## src/core/dss_pkg.sv

```systemverilog
// Purpose: constants and carriers for the drive setup supervision block
// Assumes: 10 MHz core clock, 32-bit APB
// Notes: byte offsets of the APB register map
package dss_pkg;
  localparam int unsigned CLK_HZ = 10_000_000;
  localparam int unsigned MS_PER_SEC = 1000;
  localparam int unsigned CYC_PER_MS = CLK_HZ / MS_PER_SEC;
  localparam int unsigned SAVE_MIN = 8;
  localparam int unsigned SAVE_MS = SAVE_MIN * 60 * MS_PER_SEC;
  localparam logic [11:0] A_CTRL = 12'h000;
  localparam logic [11:0] A_STATUS = 12'h004;
  localparam logic [11:0] A_PHASE = 12'h008;
  localparam logic [11:0] A_ADDR = 12'h00C;
  localparam logic [11:0] A_CANBR = 12'h010;
  localparam logic [11:0] A_LABEL0 = 12'h014;
  localparam logic [11:0] A_LABEL1 = 12'h018;
  localparam logic [11:0] A_AUTOEN = 12'h01C;
  localparam logic [11:0] A_WDTO = 12'h020;
  localparam logic [11:0] A_UNITS = 12'h024;
  localparam logic [11:0] A_RUNTIME = 12'h028;
  localparam logic [11:0] A_HWVER = 12'h02C;
  localparam logic [11:0] A_FWVER = 12'h030;
  localparam logic [11:0] A_SERIAL = 12'h034;
  localparam logic [11:0] A_KICK = 12'h038;
  localparam logic [1:0] PHASE_RST = 2'h1;
  localparam logic [1:0] PHASE_IGNORE = 2'h0;
  localparam logic [1:0] PHASE_WARN = 2'h1;
  localparam logic [1:0] PHASE_FAULT = 2'h2;
  localparam logic [5:0] ADDR_RST = 6'h00;
  localparam logic [3:0] CANBR_RST = 4'h7;
  localparam logic [3:0] CANBR_MAX = 4'hA;
  localparam logic [31:0] LABEL_RST = 32'h2020_2020;
  localparam logic AUTOEN_RST = 1'b1;
  localparam logic [15:0] WDTO_RST = 16'h0064;
  localparam logic [3:0] ACC_MAX = 4'h5;
  localparam logic [3:0] VEL_MAX = 4'h8;
  localparam logic [3:0] POS_MAX = 4'h9;
  localparam logic [15:0] PEAK_LIMIT_4A = 16'h0FA0;
  typedef struct packed {
    logic psel;
    logic penable;
    logic pwrite;
    logic [11:0] paddr;
    logic [31:0] pwdata;
  } dss_apb_req_t;
  typedef struct packed {
    logic pready;
    logic pslverr;
    logic [31:0] prdata;
  } dss_apb_rsp_t;
  typedef struct packed {
    logic phase_warn;
    logic phase_fault;
    logic rto_closed;
    logic drive_disable;
    logic drive_stop;
    logic setpoint_block;
    logic peak_cap_on;
    logic sw_enable;
  } dss_drive_t;
endpackage

```

## src/core/dss_top.sv

```systemverilog
// Purpose: basic-setup settings and communication watchdog of a drive
// Assumes: synchronous high reset clears errors; inputs synchronous
// Notes: one always_comb builds next state, one always_ff stores it
// Function
// - code 0 ignores missing phase, runs on two phases, caps peak 4 A.
// - code 1 warns on missing phase, stays enabled, caps peak 4 A.
// - code 2 faults on missing phase, disables, opens ready contact.
// - operating time counted and committed to storage every 8 minutes.
// - station address 1 to 63, default 0.
// - fieldbus address used when set, else station address.
// - can bit rate from eleven listed rates, default 500 kbps.
// - eight character name, blanks by default.
// - auto enable sets software enable at reset in modes 0,2,4-8.
// - watchdog runs when timeout nonzero and output stage enabled.
// - missing retrigger raises timeout warning, stops drive, stays enabled.
// - after timeout, setpoints rejected until reset.
// - acceleration unit codes 0 to 5, default 0.
// - acceleration unit change converts parameters, not motion blocks.
// - velocity unit codes 0 to 8, default 0.
// - speed parameters are 32-bit fixed point, three decimals.
// - velocity parameters are 32-bit integers.
// - position unit codes 0 to 9, default 0.
// - hardware, firmware versions and serial readable only.
//
// Local design decisions: the APB slave port and the address map.
module dss_top
  import dss_pkg::*;
#(
  parameter int unsigned SAVE_PERIOD_MS = SAVE_MS,
  parameter int unsigned TICK_CYCLES = CYC_PER_MS,
  parameter logic [31:0] HW_VERSION = 32'h0000_0001, // arbitrary
  parameter logic [31:0] FW_VERSION = 32'h0000_0001, // arbitrary
  parameter logic [31:0] SERIAL_NUM = 32'h0000_1234 // arbitrary
) (
  input wire logic core_clk,
  input wire logic rst,
  input wire dss_pkg::dss_apb_req_t apb_req,
  output dss_pkg::dss_apb_rsp_t apb_rsp,
  input wire logic phase_missing,
  input wire logic output_stage_enabled,
  input wire logic [3:0] operating_function,
  input wire logic bus_retrigger,
  input wire logic setpoint_valid,
  input wire logic [31:0] setpoint_in,
  input wire logic accel_convert_done,
  output logic setpoint_accept,
  output logic [31:0] setpoint_out,
  output dss_pkg::dss_drive_t drive,
  output logic [5:0] bus_node_id,
  output logic [3:0] can_bit_rate,
  output logic [3:0] accel_unit_select,
  output logic [3:0] velocity_unit_select,
  output logic [3:0] position_unit,
  output logic accel_convert_req,
  output logic nv_commit,
  output logic [31:0] operating_time
);
  typedef struct packed {
    logic [1:0] phase_loss_handling;
    logic [5:0] station_addr;
    logic [5:0] bus_addr;
    logic [3:0] can_bit_rate;
    logic [63:0] axis_label;
    logic auto_software_enable;
    logic sw_enable;
    logic [15:0] comm_watchdog_timeout;
    logic [15:0] wd_count;
    logic response_timeout_warning;
    logic [3:0] accel_unit_select;
    logic [3:0] velocity_unit_select;
    logic [3:0] position_unit;
    logic accel_convert_req;
    logic [31:0] tick_count;
    logic [31:0] ms_count;
    logic [31:0] operating_time;
    logic [31:0] saved_time;
    logic nv_commit;
    dss_drive_t drive;
    logic [5:0] bus_node_id;
    logic setpoint_accept;
    logic [31:0] setpoint_out;
    dss_apb_rsp_t rsp;
  } dss_state_t;

  dss_state_t state_reg;
  dss_state_t state_next;
  logic tick;
  logic wr;
  logic rd;
  logic enable_mode;
  logic wd_active;
  logic rst_seen_reg;

  assign tick = (state_reg.tick_count == 32'(TICK_CYCLES - 1));
  // answer once: the held second access cycle must not write again
  assign wr = apb_req.psel && apb_req.penable && apb_req.pwrite &&
    !state_reg.rsp.pready;
  assign rd = apb_req.psel && apb_req.penable && !apb_req.pwrite &&
    !state_reg.rsp.pready;
  // modes 1, 3 take their enable elsewhere
  assign enable_mode = (operating_function == 4'h0) ||
    (operating_function == 4'h2) ||
    ((operating_function >= 4'h4) && (operating_function <= 4'h8));
  assign wd_active = (state_reg.comm_watchdog_timeout != 16'h0000) &&
    output_stage_enabled;

  always_comb begin
    state_next = state_reg;
    state_next.nv_commit = 1'b0;
    state_next.accel_convert_req = state_reg.accel_convert_req &&
      !accel_convert_done;
    state_next.rsp.pready = 1'b0;
    state_next.rsp.pslverr = 1'b0;
    state_next.tick_count = tick ? 32'h0000_0000 :
      state_reg.tick_count + 32'h0000_0001;

    // run time: committed copy only advances on the save period
    if (tick) begin
      state_next.ms_count = state_reg.ms_count + 32'h0000_0001;
      if (state_reg.ms_count == 32'(SAVE_PERIOD_MS - 1)) begin
        state_next.ms_count = 32'h0000_0000;
        state_next.operating_time = state_reg.operating_time +
          32'h0000_0001;
        state_next.saved_time = state_next.operating_time;
        state_next.nv_commit = 1'b1;
      end
    end

    // watchdog
    if (bus_retrigger) begin
      state_next.wd_count = state_reg.comm_watchdog_timeout;
    end else if (!wd_active) begin
      state_next.wd_count = state_reg.comm_watchdog_timeout;
    end else if (tick) begin
      if (state_reg.wd_count <= 16'h0001) begin
        state_next.wd_count = 16'h0000;
        state_next.response_timeout_warning = 1'b1;
      end else begin
        state_next.wd_count = state_reg.wd_count - 16'h0001;
      end
    end

    // apb: pready one cycle after the access phase opens
    state_next.rsp.prdata = 32'h0000_0000;
    if (wr || rd) begin
      state_next.rsp.pready = 1'b1;
    end
    if (wr) begin
      unique case (apb_req.paddr)
        A_PHASE: begin
          // host keeps to disabled and reset; illegal code 3 refused
          if (apb_req.pwdata[1:0] != 2'h3) begin
            state_next.phase_loss_handling = apb_req.pwdata[1:0];
          end else begin
            state_next.rsp.pslverr = 1'b1;
          end
        end
        A_ADDR: begin
          state_next.station_addr = apb_req.pwdata[5:0];
          state_next.bus_addr = apb_req.pwdata[13:8];
        end
        A_CANBR: begin
          if (apb_req.pwdata[3:0] <= CANBR_MAX) begin
            state_next.can_bit_rate = apb_req.pwdata[3:0];
          end else begin
            state_next.rsp.pslverr = 1'b1;
          end
        end
        A_LABEL0: state_next.axis_label[31:0] = apb_req.pwdata;
        A_LABEL1: state_next.axis_label[63:32] = apb_req.pwdata;
        A_AUTOEN: state_next.auto_software_enable = apb_req.pwdata[0];
        A_CTRL: state_next.sw_enable = apb_req.pwdata[0];
        A_WDTO: begin
          state_next.comm_watchdog_timeout = apb_req.pwdata[15:0];
          state_next.wd_count = apb_req.pwdata[15:0];
        end
        A_UNITS: begin
          if ((apb_req.pwdata[3:0] > ACC_MAX) ||
              (apb_req.pwdata[11:8] > VEL_MAX) ||
              (apb_req.pwdata[19:16] > POS_MAX)) begin
            state_next.rsp.pslverr = 1'b1;
          end else begin
            state_next.accel_unit_select = apb_req.pwdata[3:0];
            state_next.velocity_unit_select = apb_req.pwdata[11:8];
            state_next.position_unit = apb_req.pwdata[19:16];
            // motion blocks are not in the converted set
            if (apb_req.pwdata[3:0] != state_reg.accel_unit_select) begin
              state_next.accel_convert_req = 1'b1;
            end
          end
        end
        A_KICK: state_next.wd_count = state_reg.comm_watchdog_timeout;
        default: state_next.rsp.pslverr = 1'b1; // read-only or unmapped
      endcase
    end
    if (rd) begin
      unique case (apb_req.paddr)
        A_CTRL: state_next.rsp.prdata = {31'h0, state_reg.sw_enable};
        A_STATUS: state_next.rsp.prdata = {24'h0, state_reg.drive};
        A_PHASE: state_next.rsp.prdata = {30'h0,
          state_reg.phase_loss_handling};
        A_ADDR: state_next.rsp.prdata = {10'h0, state_reg.bus_node_id,
          2'h0, state_reg.bus_addr, 2'h0, state_reg.station_addr};
        A_CANBR: state_next.rsp.prdata = {28'h0, state_reg.can_bit_rate};
        A_LABEL0: state_next.rsp.prdata = state_reg.axis_label[31:0];
        A_LABEL1: state_next.rsp.prdata = state_reg.axis_label[63:32];
        A_AUTOEN: state_next.rsp.prdata = {31'h0,
          state_reg.auto_software_enable};
        A_WDTO: state_next.rsp.prdata = {state_reg.wd_count,
          state_reg.comm_watchdog_timeout};
        A_UNITS: state_next.rsp.prdata = {12'h0, state_reg.position_unit,
          4'h0, state_reg.velocity_unit_select, 4'h0,
          state_reg.accel_unit_select};
        A_RUNTIME: state_next.rsp.prdata = state_reg.saved_time;
        A_HWVER: state_next.rsp.prdata = HW_VERSION;
        A_FWVER: state_next.rsp.prdata = FW_VERSION;
        A_SERIAL: state_next.rsp.prdata = SERIAL_NUM;
        A_KICK: state_next.rsp.prdata = 32'h0000_0000;
        default: state_next.rsp.pslverr = 1'b1;
      endcase
    end
    // hardware retrigger wins over a same-cycle kick; warning set sticks
    if (bus_retrigger) begin
      state_next.wd_count = state_reg.comm_watchdog_timeout;
    end

    // reset clears errors, then auto enable picks the start state
    if (rst_seen_reg) begin
      state_next.sw_enable = state_reg.auto_software_enable &&
        enable_mode;
    end

    // fieldbus id: zero means unset
    state_next.bus_node_id = (state_reg.bus_addr != 6'h00) ?
      state_reg.bus_addr : state_reg.station_addr;

    // phase loss handling
    state_next.drive.phase_warn = phase_missing &&
      (state_reg.phase_loss_handling == PHASE_WARN);
    state_next.drive.phase_fault = phase_missing &&
      (state_reg.phase_loss_handling == PHASE_FAULT);
    state_next.drive.drive_disable = state_next.drive.phase_fault;
    state_next.drive.rto_closed = !state_next.drive.phase_fault;
    // cap applies in codes 0 and 1 while a phase is gone
    state_next.drive.peak_cap_on = phase_missing &&
      (state_reg.phase_loss_handling != PHASE_FAULT);
    state_next.drive.drive_stop = state_reg.response_timeout_warning;
    state_next.drive.setpoint_block = state_reg.response_timeout_warning;
    state_next.drive.sw_enable = state_reg.sw_enable;

    state_next.setpoint_accept = setpoint_valid &&
      !state_reg.response_timeout_warning;
    if (state_next.setpoint_accept) begin
      state_next.setpoint_out = setpoint_in;
    end
  end

  always_ff @(posedge core_clk) begin
    if (rst) begin
      state_reg <= '0;
      state_reg.phase_loss_handling <= PHASE_RST;
      state_reg.station_addr <= ADDR_RST;
      state_reg.bus_addr <= ADDR_RST;
      state_reg.can_bit_rate <= CANBR_RST;
      state_reg.axis_label <= {LABEL_RST, LABEL_RST};
      state_reg.auto_software_enable <= AUTOEN_RST;
      state_reg.comm_watchdog_timeout <= WDTO_RST;
      state_reg.wd_count <= WDTO_RST;
      state_reg.drive.rto_closed <= 1'b1;
    end else begin
      state_reg <= state_next;
      // reset clears errors, so enable only reloads on reset release
    end
  end

  // marks the first edge after reset release for the enable reload
  always_ff @(posedge core_clk) begin
    rst_seen_reg <= rst;
  end

  assign apb_rsp = state_reg.rsp;
  assign drive = state_reg.drive;
  assign bus_node_id = state_reg.bus_node_id;
  assign can_bit_rate = state_reg.can_bit_rate;
  assign accel_unit_select = state_reg.accel_unit_select;
  assign velocity_unit_select = state_reg.velocity_unit_select;
  assign position_unit = state_reg.position_unit;
  assign accel_convert_req = state_reg.accel_convert_req;
  assign nv_commit = state_reg.nv_commit;
  assign operating_time = state_reg.saved_time;
  assign setpoint_accept = state_reg.setpoint_accept;
  assign setpoint_out = state_reg.setpoint_out;
endmodule

```

## config.mk

```make
export PLATFORM = sky130hd
export DESIGN_NAME = dss_top
export DESIGN_NICKNAME = d
export VERILOG_FILES = /design/src/core/dss_pkg.sv /design/src/core/dss_top.sv
export SDC_FILE = /design/constraint.sdc
export NUM_CORES = 1
export LEC_CHECK = 0
export BUFFER_PORTS_ARGS = -buffer_cell sky130_fd_sc_hd__buf_4
export CAP_MARGIN = 10
export CORE_MARGIN = 4
export CORE_UTILIZATION = 54
export DETAILED_ROUTE_END_ITERATION = 6
export PLACE_DENSITY = 0.83
export REMOVE_ABC_BUFFERS = 1
export SYNTH_ARGS = -nofsm -noshare
export SYNTH_HDL_FRONTEND = slang
export SYNTH_SLANG_ARGS = --single-unit
export TNS_END_PERCENT = 1
```

## constraint.sdc

```tcl
create_clock -name core_clk -period 3.3 [get_ports core_clk]
set_clock_uncertainty 0.1 [all_clocks]
set_input_delay 0.66 -clock core_clk [delete_from_list [all_inputs] [get_ports core_clk]]
set_output_delay 0.66 -clock core_clk [all_outputs]
set_load 0.1 [all_outputs]
```

==> results of run 1 <==
[critical path: stages (launching register included)]
cell and delay, ns:
dfxtp_1 0.38, ha_1 0.23, and3_1 0.25, nand4_2 0.11, buf_4 0.22, nor3_1 0.41
nand4_1 0.29, or3_1 0.42, mux2_2 0.28
[kinds of logic (layout without fill, tap and decap cells)]
group,count (synthesis),in the layout
xor gates and xnor gates,94,94
buffers and inverters,254,352
muxes,35,35
DFF,307,307
AOI/OAI and AO/OA,315,315
and+or+nand+nor,750,750
adders and majority gates,5,5
[power groups by stage]
stage	Clock, mW	Sequential [mW]	Combinational, mW
finish	3.94	3.76	0.541
global route	4.12	3.76	0.568
CTS	3.96	3.76	0.535
detailed placement	0	3.84	0.532
global placement	0	3.84	0.530
floorplan	0	4.01	0.103
[cells in the final DEF, fill, tap and decap left out, drive strengths merged, types with 26 or more instances in the layout]
| master | instances |
|---|---|
| xnor2 | 36 |
| nand3 | 61 |
| dfxtp | 307 |
| nand2 | 333 |
| a22oi | 48 |
| xor2 | 58 |
| nor4 | 37 |
| nor3 | 32 |
| nor2 | 149 |
| clkbuf | 51 |
| a21oi | 166 |
| nand4 | 31 |
| o21ai | 26 |
| mux2i | 26 |
| buf | 270 |
[worst paths after layout]
check                         startpoint                               to  slack [ns]  depth (start not counted)
max            state_reg[178]$_SDFF_PP0_  operating_time[23]$_SDFFE_PP0P_        0.48                          8
min                          apb_req[29]      state_reg[319]$_SDFFE_PP1P_        0.29                          3
max reg2reg    state_reg[178]$_SDFF_PP0_  operating_time[23]$_SDFFE_PP0P_        0.48                          8
min reg2reg  state_reg[278]$_SDFFE_PP0P_      state_reg[278]$_SDFFE_PP0P_        0.35                          2
[area by class of cell]
class	count	area, sq um
Clock inverter	7	113
Clock buffer	51	1060
Inverter	24	90.1
Sequential cell	307	6150
Timing Repair Buffer	270	2040
Tap cell	335	419
Multi-Input combinational cell	1199	6710
Fill cell	2146	9400
[per-stage QoR]
stage / setup slack [ns] / TNS [ns] / instances
2_1_floorplan: -1.35 / -44.37 / 1530
3_3_place_gp: 0.481 / 0 / 2135
3_5_place_dp: 0.475 / 0 / 2135
4_1_cts: 0.497 / 0 / 2193
5_1_grt: 0.283 / 0 / 2193
6_report: 0.480 / 0 / 2193
[per-layer routing]
layer,share of wire (%),routed length (um),global-route usage (%)
met1,40,17100,37.7
met2,46,19400,44.0
met3,10,4370,5.62
met4,3.9,1650,12.0
met5,0,0,0
==> results.md, run 1 <==
* Post-synthesis mux area share at 2.54%
* Wire per inst at slightly below 20 um
* Post-CTS setup buffer count at 0
* Mapped Avg Cell Area at between 8 and 9 sq um
* Worst Max-Slew Pin Slew at ~0.76 ns
* Min Tclk post-route at 2.82 ns
* Routability cong. at 0.986
* Largest net degree at the start of global routing at 96
* Vias at ~13000
* Clk sinks at 307
* Antenna Diode Count at 0
* Clk Latency, worst-skew pair at roughly 0.52 ns
* Simple-Gate Fraction of Synth Area at between 20 and 25%
* Mapped cell area at around 14000 sq um
* Clk network pwr share at 47.8%
* Reg power frac at around 46%
* Die W at about 170 um
* FP Rows at between 50 and 60
* H-tree levels at 2
* Remaining Overflow, GRT at 0
* WHS at 0.288 ns
* Crit path kind: flip-flop to flip-flop
* Internal power at between 6 and 7 mW
* Cts-stage hold buffer count at 0
* Initial DRC Count at roughly 1500
* Most common cell in the synthesized netlist: nand2_1
* Syn-to-layout area delta at 16.3%
* Post-Syn Instances at between 1500 and 2000
* Compound-cell area share of the yosys netlist at 13.4%
* Vias in the first global route at roughly 13000
* Clock transition at the registers of the reported paths at 0.06 ns
* Synth area leader: dfxtp_1
* Remaining DRCs at 0
* Share of the synthesized area in the top cell type at a little over two fifths
* First-pass GRT wire length at ~67000 um
* Die area at approximately 29000 sq um
* CP Capture Type: flip-flop
* Final instance area at 16600 sq um
* CTS buffer count at 34
* Initial antenna violation count at 0
* Share of post-route cells with drive strength above 1 at a little under a fifth
* Flops & latches, synth at ~300
* Clock tree from TritonCTS: built
* Logic pwr share at under 10%
* DRT Wirelength at between 40000 and 50000 um
* CP Max Fanout at 18
* Power per cell area at 497 nW/um^2
* Synth area leaders: dfxtp_1 (43%), nand2_1 (8.8%), buf_4 (6.7%)
* Post-CTS sizing at 0
* Vias/cell at 6.03
* CP Data Arrival Time at between 3 and 4 ns
* Post-Synth XOR/XNOR Area at between 5 and 6%
* Final setup viols at 0
* Max Cap Viol at 0
* Root Driver: clkbuf_16
* Async set-reset flop share out of synthesis at 0%
* RSZ-0062 raised after global routing: false
* Static Leak at 6.09 nW
* DP Wirelength at 29700 um
* Fin crit share at 85.4%
* Main combinational cell family by area after synthesis: simple AND/OR/NAND/NOR gates
* Switching share of power at a little under a quarter
* Port-buffer cells at 220
* Initial core utilization at between 50% and 60%
* Seq/Total Area, Yosys at a little over two fifths
* Post-synth cell types at 57
* Die height at 170 um
* Tot Pwr at slightly above 8 mW
* Total GRT Usage at between 20% and 30%
* Net count, final at ~1900
* Status: complete, no violations
* Number of synthesized flops with an enable pin at 0
* Top FF cell, synth: dfxtp_1
* Final Slew Violations at 0
* Io pins at between 200 and 250
* Final core occ at ~64%
* First-pass DRT Iterations at 6
* WP data required at about 3.6 ns
* Post-DP Area at roughly 15000 sq um
* Relative slew slack at about half
* Post-route ant nets at 0
* Synth Area in Adders at less than 1%
* Most instantiated cells after synthesis: nand2_1 (333), dfxtp_1 (307), a21oi_1 (166)
* Max reg flops at around 180
* Final Hold Fails at 0
* Max Freq at around 0.35 GHz
* Sw power at about 1.9 mW
* Yosys warns at 0
* Worst Setup Start Kind: flip-flop
* Core Box Area at around 26000 sq um
* Clock Tree Buf Depth at 3
* Hold Crit Class: input port to flip-flop
* VDD IR max at approximately 0.46 mV
No activity file was read; power rests on OpenSTA's default activity.
==> run 2, diff against run 1 <==
--- a/config.mk
+++ b/config.mk
@@ -5,6 +5,7 @@
 export SDC_FILE = /design/constraint.sdc
 export NUM_CORES = 1
 export LEC_CHECK = 0
+export ABC_AREA = 1
 export BUFFER_PORTS_ARGS = -buffer_cell sky130_fd_sc_hd__buf_4
 export CAP_MARGIN = 10
 export CORE_MARGIN = 4
==> run 2 against run 1 <==
Against the previous run: via count grew 17%; highest routed layer unchanged; area after synthesis increased by 9.8%; clock-buffer cell count shrank 4; hold slack worse by 0.011 ns; critical path depth increased by 2; largest cell class unchanged; cell count rose by 25%; sequential share of layout area shrank 2.8 points; final area is 8.2% higher; worst setup slack better by 0.13 ns.
==> results.md, run 2 <==
* Status: complete, no violations
* Worst R2R Setup Slack at about 0.6 ns
* Share of the synthesized area in the top cell type at about two fifths
* Switching share of power at between 20% and 30%
* DRT Wirelength at ~50000 um
* Cts-stage hold buffer count at 0
* Most common cell in the synthesized netlist: nand2_1
* Routability cong. at approximately 0.99
* Total GRT Usage at 30.0%
* Layout Cells excl Fill at roughly 2700
* Worst Max-Slew Pin Slew at 1.01 ns
* Antenna Diode Count at 0
* Max reg flops at 175
* Root Driver: clkbuf_16
* Share of post-route cells with drive strength above 1 at ~15%
* Post-route ant nets at 0
* Worst Path Buf+Inv at 2
* Clock transition at the registers of the reported paths at 0.06 ns
* Most frequent cells in the layout: nand2_1 (379), nor2_1 (321), dfxtp_1 (307)
* Sw power at 2.11 mW
* Vias at ~16000
* Tot Pwr at 8.57 mW
* Seq/Total Area, Yosys at between 30 and 40%
* Power per cell area at approximately 480 nW/um^2
* R2R cell count at 10
* Cells after DPL at about 2700
* Die W at roughly 180 um
* CP Capture Type: flip-flop
* Hold Crit Class: input port to flip-flop
* Clock tree from TritonCTS: built
* Final setup viols at 0
* Crit Reg-Reg Endpoint: operating_time[13]$_SDFFE_PP0P_
* Remaining DRCs at 0
* Largest net degree at the start of global routing at between 40 and 50
* Initial DRC Count at 1700
* Clk sinks at approximately 300
* Yosys warns at 0
* Min Tclk post-route at ~2.7 ns
* Async set-reset flop share out of synthesis at 0%
* Critical path cell sequence: ha_1, nand3_1, inv_1, nand3_1, nor3_1, nand3_1, nor2_2, inv_1, nand2_1, a21oi_1
* Post-CTS sizing at 0
* Area of the multi-input gates at 7180 sq um
* Initial antenna violation count at 0
* Hold Crit Endpoint: state_reg[313]$_SDFFE_PP0P_
* Port-buffer cells at between 200 and 250
* Post-Syn Instances at ~2300
* Flops & latches, synth at roughly 300
* Mapped Avg Cell Area at around 6.9 sq um
* First-pass DRT Iterations at 6
* Fillers at 2588
* Remaining Overflow, GRT at 0
* Slowest Stage Delay on Critical Path at between 0.4 and 0.5 ns
* VDD IR max at 0.364 mV
* Origin of the critical flop-to-flop path: state_reg[178]$_SDFF_PP0_
* Max Freq at ~0.37 GHz
* Mapped cell area at 15600 sq um
* Vias in the first global route at between 10000 and 15000
* Crit path kind: flip-flop to flip-flop
* Hold Startpoint: apb_req[23]
* Logic pwr share at 7.5%
* Number of synthesized flops with an enable pin at 0
* FP Rows at between 60 and 70
* Synth area leaders: dfxtp_1 (39%), nand2_1 (9.1%), nor2_1 (7.7%)
* Reg area at 6150 sq um
* Hold depth at 3
* Reg power frac at about 44%
* WHS at around 0.28 ns
* Post-CTS setup buffer count at 0
* Vias/cell at 5.67
* Worst Setup Start Kind: flip-flop
* CP Data Arrival Time at between 2 and 3 ns
* Final Hold Fails at 0
* Critical path's slowest cell: inv_1
* CTS buffer count at 35
* RSZ-0062 raised after global routing: false
* H-tree levels at 2
* CP Max Fanout at 29
* Final Slew Violations at 0
* Fin crit share at about four fifths
* Die height at about 180 um
* Io pins at 221
* Most instantiated cells after synthesis: nand2_1 (379), nor2_1 (322), dfxtp_1 (307)
* Net count, final at roughly 2400
* Core Box Area at roughly 29000 sq um
* Top FF cell, synth: dfxtp_1
* Commonest non-fill, non-tap cell in the layout: nand2_1
* DP Wirelength at ~36000 um
* Static Leak at ~7.5 nW
* Synth area leader: dfxtp_1
* Clock Tree Buf Depth at 3
* Post-synth cell types at 44
* First-pass GRT wire length at about 77000 um
* Clk Latency, worst-skew pair at approximately 0.54 ns
* Max Cap Viol at 0
* Most used cell, CP: nand3_1
* Critical path's top delay family: simple AND/OR/NAND/NOR gates
* Die area at 31800 sq um
* Initial core utilization at 54.6%
* Relative slew slack at 32.8%
* Clk network pwr share at 48.4%
* Syn-to-layout area delta at 14.7%
* WP data required at 3.59 ns
* Wire per inst at roughly 18 um
* Internal power at between 6 and 7 mW
## run 2: changes by cell type in the layout (fill, tap and decap cells not counted), sizes merged, moves of 44 or more
cell	previous run	this run
a22oi	48	0
nor2	149	329
inv	24	263
nor3	32	76
o21ai	26	157
nand2	333	381
## run 2: worst min-delay path, stage by stage
cell and delay (ns):
buf_4 0.09, nor2_1 0.04, nor2_1 0.08
## run 2: metal layers
| layer | up-vias | GRT usage (%) | routed length, um |
|---|---|---|---|
| li1 | 7407 | - | - |
| met1 | 7168 | 40.1 | 19900 |
| met2 | 801 | 48.9 | 22700 |
| met3 | 146 | 4.85 | 4250 |
| met4 | 0 | 11.9 | 2130 |
| met5 | - | 0 | 0 |
## run 2: per-stage QoR
stage / TNS (ns) / setup slack [ns] / area, sq um / utilization (%)
2_1_floorplan: -6.94 / -0.317 / 14300 / -
3_3_place_gp: 0 / 0.615 / 16700 / 58.4
3_5_place_dp: 0 / 0.567 / 16700 / 58.4
4_1_cts: 0 / 0.644 / 17900 / 62.7
5_1_grt: 0 / 0.342 / 17900 / 62.7
6_report: 0 / 0.607 / 17900 / 62.7
## run 2: final cells by class
cell class,count,area share [%]
clock buffers,47,5.58
repair buffers,254,10.6
well taps,384,2.68
flip-flops and latches,307,34.3
clock inverters,12,1.26
multi-input cells,1470,40.0
inverters,265,5.55
## run 2: power by group through the flow
stage	Combinational, mW	Clock (mW)	Sequential (mW)
3_3_place_gp	0.632	0	3.86
6_report	0.645	4.15	3.78
5_1_grt	0.682	4.33	3.78
4_1_cts	0.641	4.17	3.78
2_1_floorplan	0.156	0	4.09
3_5_place_dp	0.638	0	3.86
## run 2: worst max path at each step
stage | startpoint | endpoint | slack [ns] | cells after the start
floorplan | rst | apb_rsp[21]$_SDFF_PP0_ | -0.32 | 3
global placement | apb_req[39] | apb_rsp[21]$_SDFF_PP0_ | 0.61 | 12
detailed placement | apb_req[42] | apb_rsp[32]$_SDFF_PP0_ | 0.57 | 12
CTS | state_reg[178]$_SDFF_PP0_ | operating_time[13]$_SDFFE_PP0P_ | 0.64 | 10
global route | state_reg[178]$_SDFF_PP0_ | operating_time[13]$_SDFFE_PP0P_ | 0.34 | 10
finish | state_reg[178]$_SDFF_PP0_ | operating_time[13]$_SDFFE_PP0P_ | 0.61 | 10
## run 2: kinds of logic after synthesis
logic type	count (synthesis)	synth area share, %
xor gates and xnor gates	62	3.47
DFF	307	39.3
and+or+nand+nor	962	26.3
buffers and inverters	480	14.8
adders and majority gates	5	0.400
AOI/OAI and AO/OA	441	15.8
==> run 3, diff against run 2 <==
--- a/config.mk
+++ b/config.mk
@@ -9,7 +9,7 @@
 export BUFFER_PORTS_ARGS = -buffer_cell sky130_fd_sc_hd__buf_4
 export CAP_MARGIN = 10
 export CORE_MARGIN = 4
-export CORE_UTILIZATION = 54
+export CORE_UTILIZATION = 52
 export DETAILED_ROUTE_END_ITERATION = 6
 export PLACE_DENSITY = 0.83
 export REMOVE_ABC_BUFFERS = 1
==> constraint.sdc (replaced) <==
create_clock -name core_clk -period 2.35 [get_ports core_clk]
set_clock_uncertainty 0.1 [all_clocks]
set_input_delay 0.47 -clock core_clk [delete_from_list [all_inputs] [get_ports core_clk]]
set_output_delay 0.47 -clock core_clk [all_outputs]
set_load 0.1 [all_outputs]
==> run 3 against run 2 <==
Against the previous run: hold slack got worse by 0.19 ns; register-to-register slack got worse by 0.52 ns; cell count increased by 2.2%; worst setup slack got worse by 0.52 ns; clock power increased by 40%; utilization decreased by 0.16 points; clock-buffer cell count increased by 4; critical path type unchanged; largest cell class unchanged.
==> results.md, run 3 (same netlist as run 2, synthesis figures left out) <==
* Static Leak at roughly 7.8 nW
* Hold Crit Class: input port to flip-flop
* Die area at 32900 sq um
* Wire per inst at roughly 18 um
* Worst Max-Slew Pin Slew at 0.977 ns
* Port-buffer cells at 220
* Routability cong. at approximately 0.99
* Fin crit share at 96.3%
* Relative slew slack at 34.8%
* Remaining DRCs at 0
* VDD IR max at between 0.5 and 0.6 mV
* Clock tree from TritonCTS: built
* Final setup viols at 0
* Core Box Area at approximately 30000 sq um
* Clock transition at the registers of the reported paths at around 0.06 ns
* Origin of the critical flop-to-flop path: state_reg[178]$_SDFF_PP0_
* Initial DRC Count at ~1600
* Final Hold Fails at 0
* Clock Tree Buf Depth at 3
* Initial core utilization at between 50% and 60%
* Die W at between 150 and 200 um
* DRT Wirelength at 50000 um
* Met1 Routed Length at approximately 20000 um
* Clk sinks at about 310
* Cells after DPL at 2735
* WHS at 0.0886 ns
* Total GRT Usage at 29.0%
* Routed wire length on met2 at about 23000 um
* First-pass GRT wire length at just under 80000 um
* R2R cell count at 12
* Slowest Stage Delay on Critical Path at about 0.36 ns
* Setup tns final at 0 ns
* Cts-stage hold buffer count at 0
* Worst R2R Setup Slack at approximately 0.086 ns
* Tot Pwr at 12.0 mW
* Vias in the first global route at 15100
* Hold depth at 3
* Commonest non-fill, non-tap cell in the layout: nand2_1
* Largest net degree at the start of global routing at 65
* Max Freq at 0.442 GHz
* Crit path kind: flip-flop to flip-flop
* Status: complete, no violations
* Die height at between 150 and 200 um
* Initial antenna violation count at 0
* Routed met3 length at about 4500 um
* Clk Latency, worst-skew pair at approximately 0.53 ns
* FP Rows at 63
* Final Slew Violations at 0
* Power per cell area at 650 nW/um^2
* Hold Startpoint: apb_req[23]
* Most frequent cells in the layout: nand2_1 (379), nor2_1 (316), dfxtp_1 (307)
* CP Data Arrival Time at 2.54 ns
* RSZ-0062 raised after global routing: true
* CP Capture Type: flip-flop
* Setup ws final at ~0.086 ns
* Vias/cell at 5.61
* Critical path cell sequence: ha_2, nand3_4, inv_1, nand3_1, nor3_1, nand3_2, nor2_2, buf_4, inv_1, buf_4, nand2_1, a21oi_1
* First-pass DRT Iterations at 6
* Critical path's slowest cell: dfxtp_1
* Worst Path Buf+Inv at 4
* H-tree levels at 2
* Crit Reg-Reg Endpoint: operating_time[13]$_SDFFE_PP0P_
* Io pins at ~220
* Net count, final at 2479
* Max Cap Viol at 0
* Root Driver: clkbuf_16
* Hold Crit Endpoint: state_reg[281]$_SDFFE_PP0P_
* Fillers at around 2700
* Layout Cells excl Fill at 2800
* DP Wirelength at about 38000 um
* Remaining Overflow, GRT at 0
* Setup WS pre-CTS at -0.0262 ns
* Syn-to-layout area delta at 18.4%
* Worst Setup Start Kind: flip-flop
* CTS buffer count at 35
* Max layer used: met4
* Share of post-route cells with drive strength above 1 at approximately 17%
* Post-route ant nets at 0
* Antenna Diode Count at 0
* Min Tclk post-route at approximately 2.3 ns
* Vias at ~16000
* Max reg flops at between 150 and 200
* CP Max Fanout at 15
* WP data required at around 2.6 ns
* Critical path's top delay family: simple AND/OR/NAND/NOR gates
run 3: cell types whose count changed in the layout (fill, tap and decap cells not counted), moves of 3 or more:
cell / previous run / this run
nor2_2: 7 / 10
buf_4: 254 / 294
buf_12: 0 / 11
nor2_1: 321 / 316
run 3: final cells by class:
class                           instances  area [sq um]  share of cell area [%]
Clock buffer                           51          1060                    5.71
Tap cell                              390           488                    2.63
Multi-Input combinational cell       1470          7230                    39.0
Timing Repair Buffer                  305          2430                    13.1
Sequential cell                       307          6150                    33.2
Clock inverter                         12           180                   0.973
Inverter                              265           997                    5.38
run 3: how the worst max path moves through the flow:
stage / cells past startpoint / to / slack (ns) / start
floorplan: 3 / apb_rsp[21]$_SDFF_PP0_ / -1.08 / rst
global placement: 13 / state_reg[229]$_SDFF_PP1_ / 0.02 / apb_req[41]
detailed placement: 13 / state_reg[235]$_SDFF_PP0_ / -0.03 / apb_req[41]
CTS: 12 / state_reg[208]$_SDFF_PP0_ / 0.01 / state_reg[178]$_SDFF_PP0_
global route: 11 / operating_time[21]$_SDFFE_PP0P_ / -0.07 / state_reg[146]$_SDFFE_PP0N_
finish: 12 / operating_time[13]$_SDFFE_PP0P_ / 0.09 / state_reg[178]$_SDFF_PP0_
run 3: per-layer routing:
metal | track usage, % | vias up
li1 | - | 7518
met1 | 39.0 | 7232
met2 | 48.0 | 838
met3 | 4.99 | 121
met4 | 9.25 | 0
met5 | 0 | -
run 3: tightest hold or removal path, cell delays in order:
cell and delay, ns:
buf_4 0.08, nor2_1 0.03, nor2_1 0.08
run 3: power by group:
part	leakage (nW)	total (mW)	switching, mW	internal, mW
clock network	0.605	5.80	2.23	3.57
registers	2.49	5.31	0.0419	5.27
logic	4.70	0.933	0.669	0.264
run 3: repair_timing:
item                                    in CTS  in global routing
pin swaps                                    0                  1
resized for setup                            1                 13
endpoints found under the setup margin       2                 72
buffers inserted                             0                  2
run 3: metrics by stage:
stage / area (sq um) / utilization (%)
after CTS: 18500 / 62.3
after detailed placement: 17200 / 58.1
after global routing: 18500 / 62.5
after floorplan: 14300 / -
final: 18500 / 62.5
after global placement: 17200 / 58.1
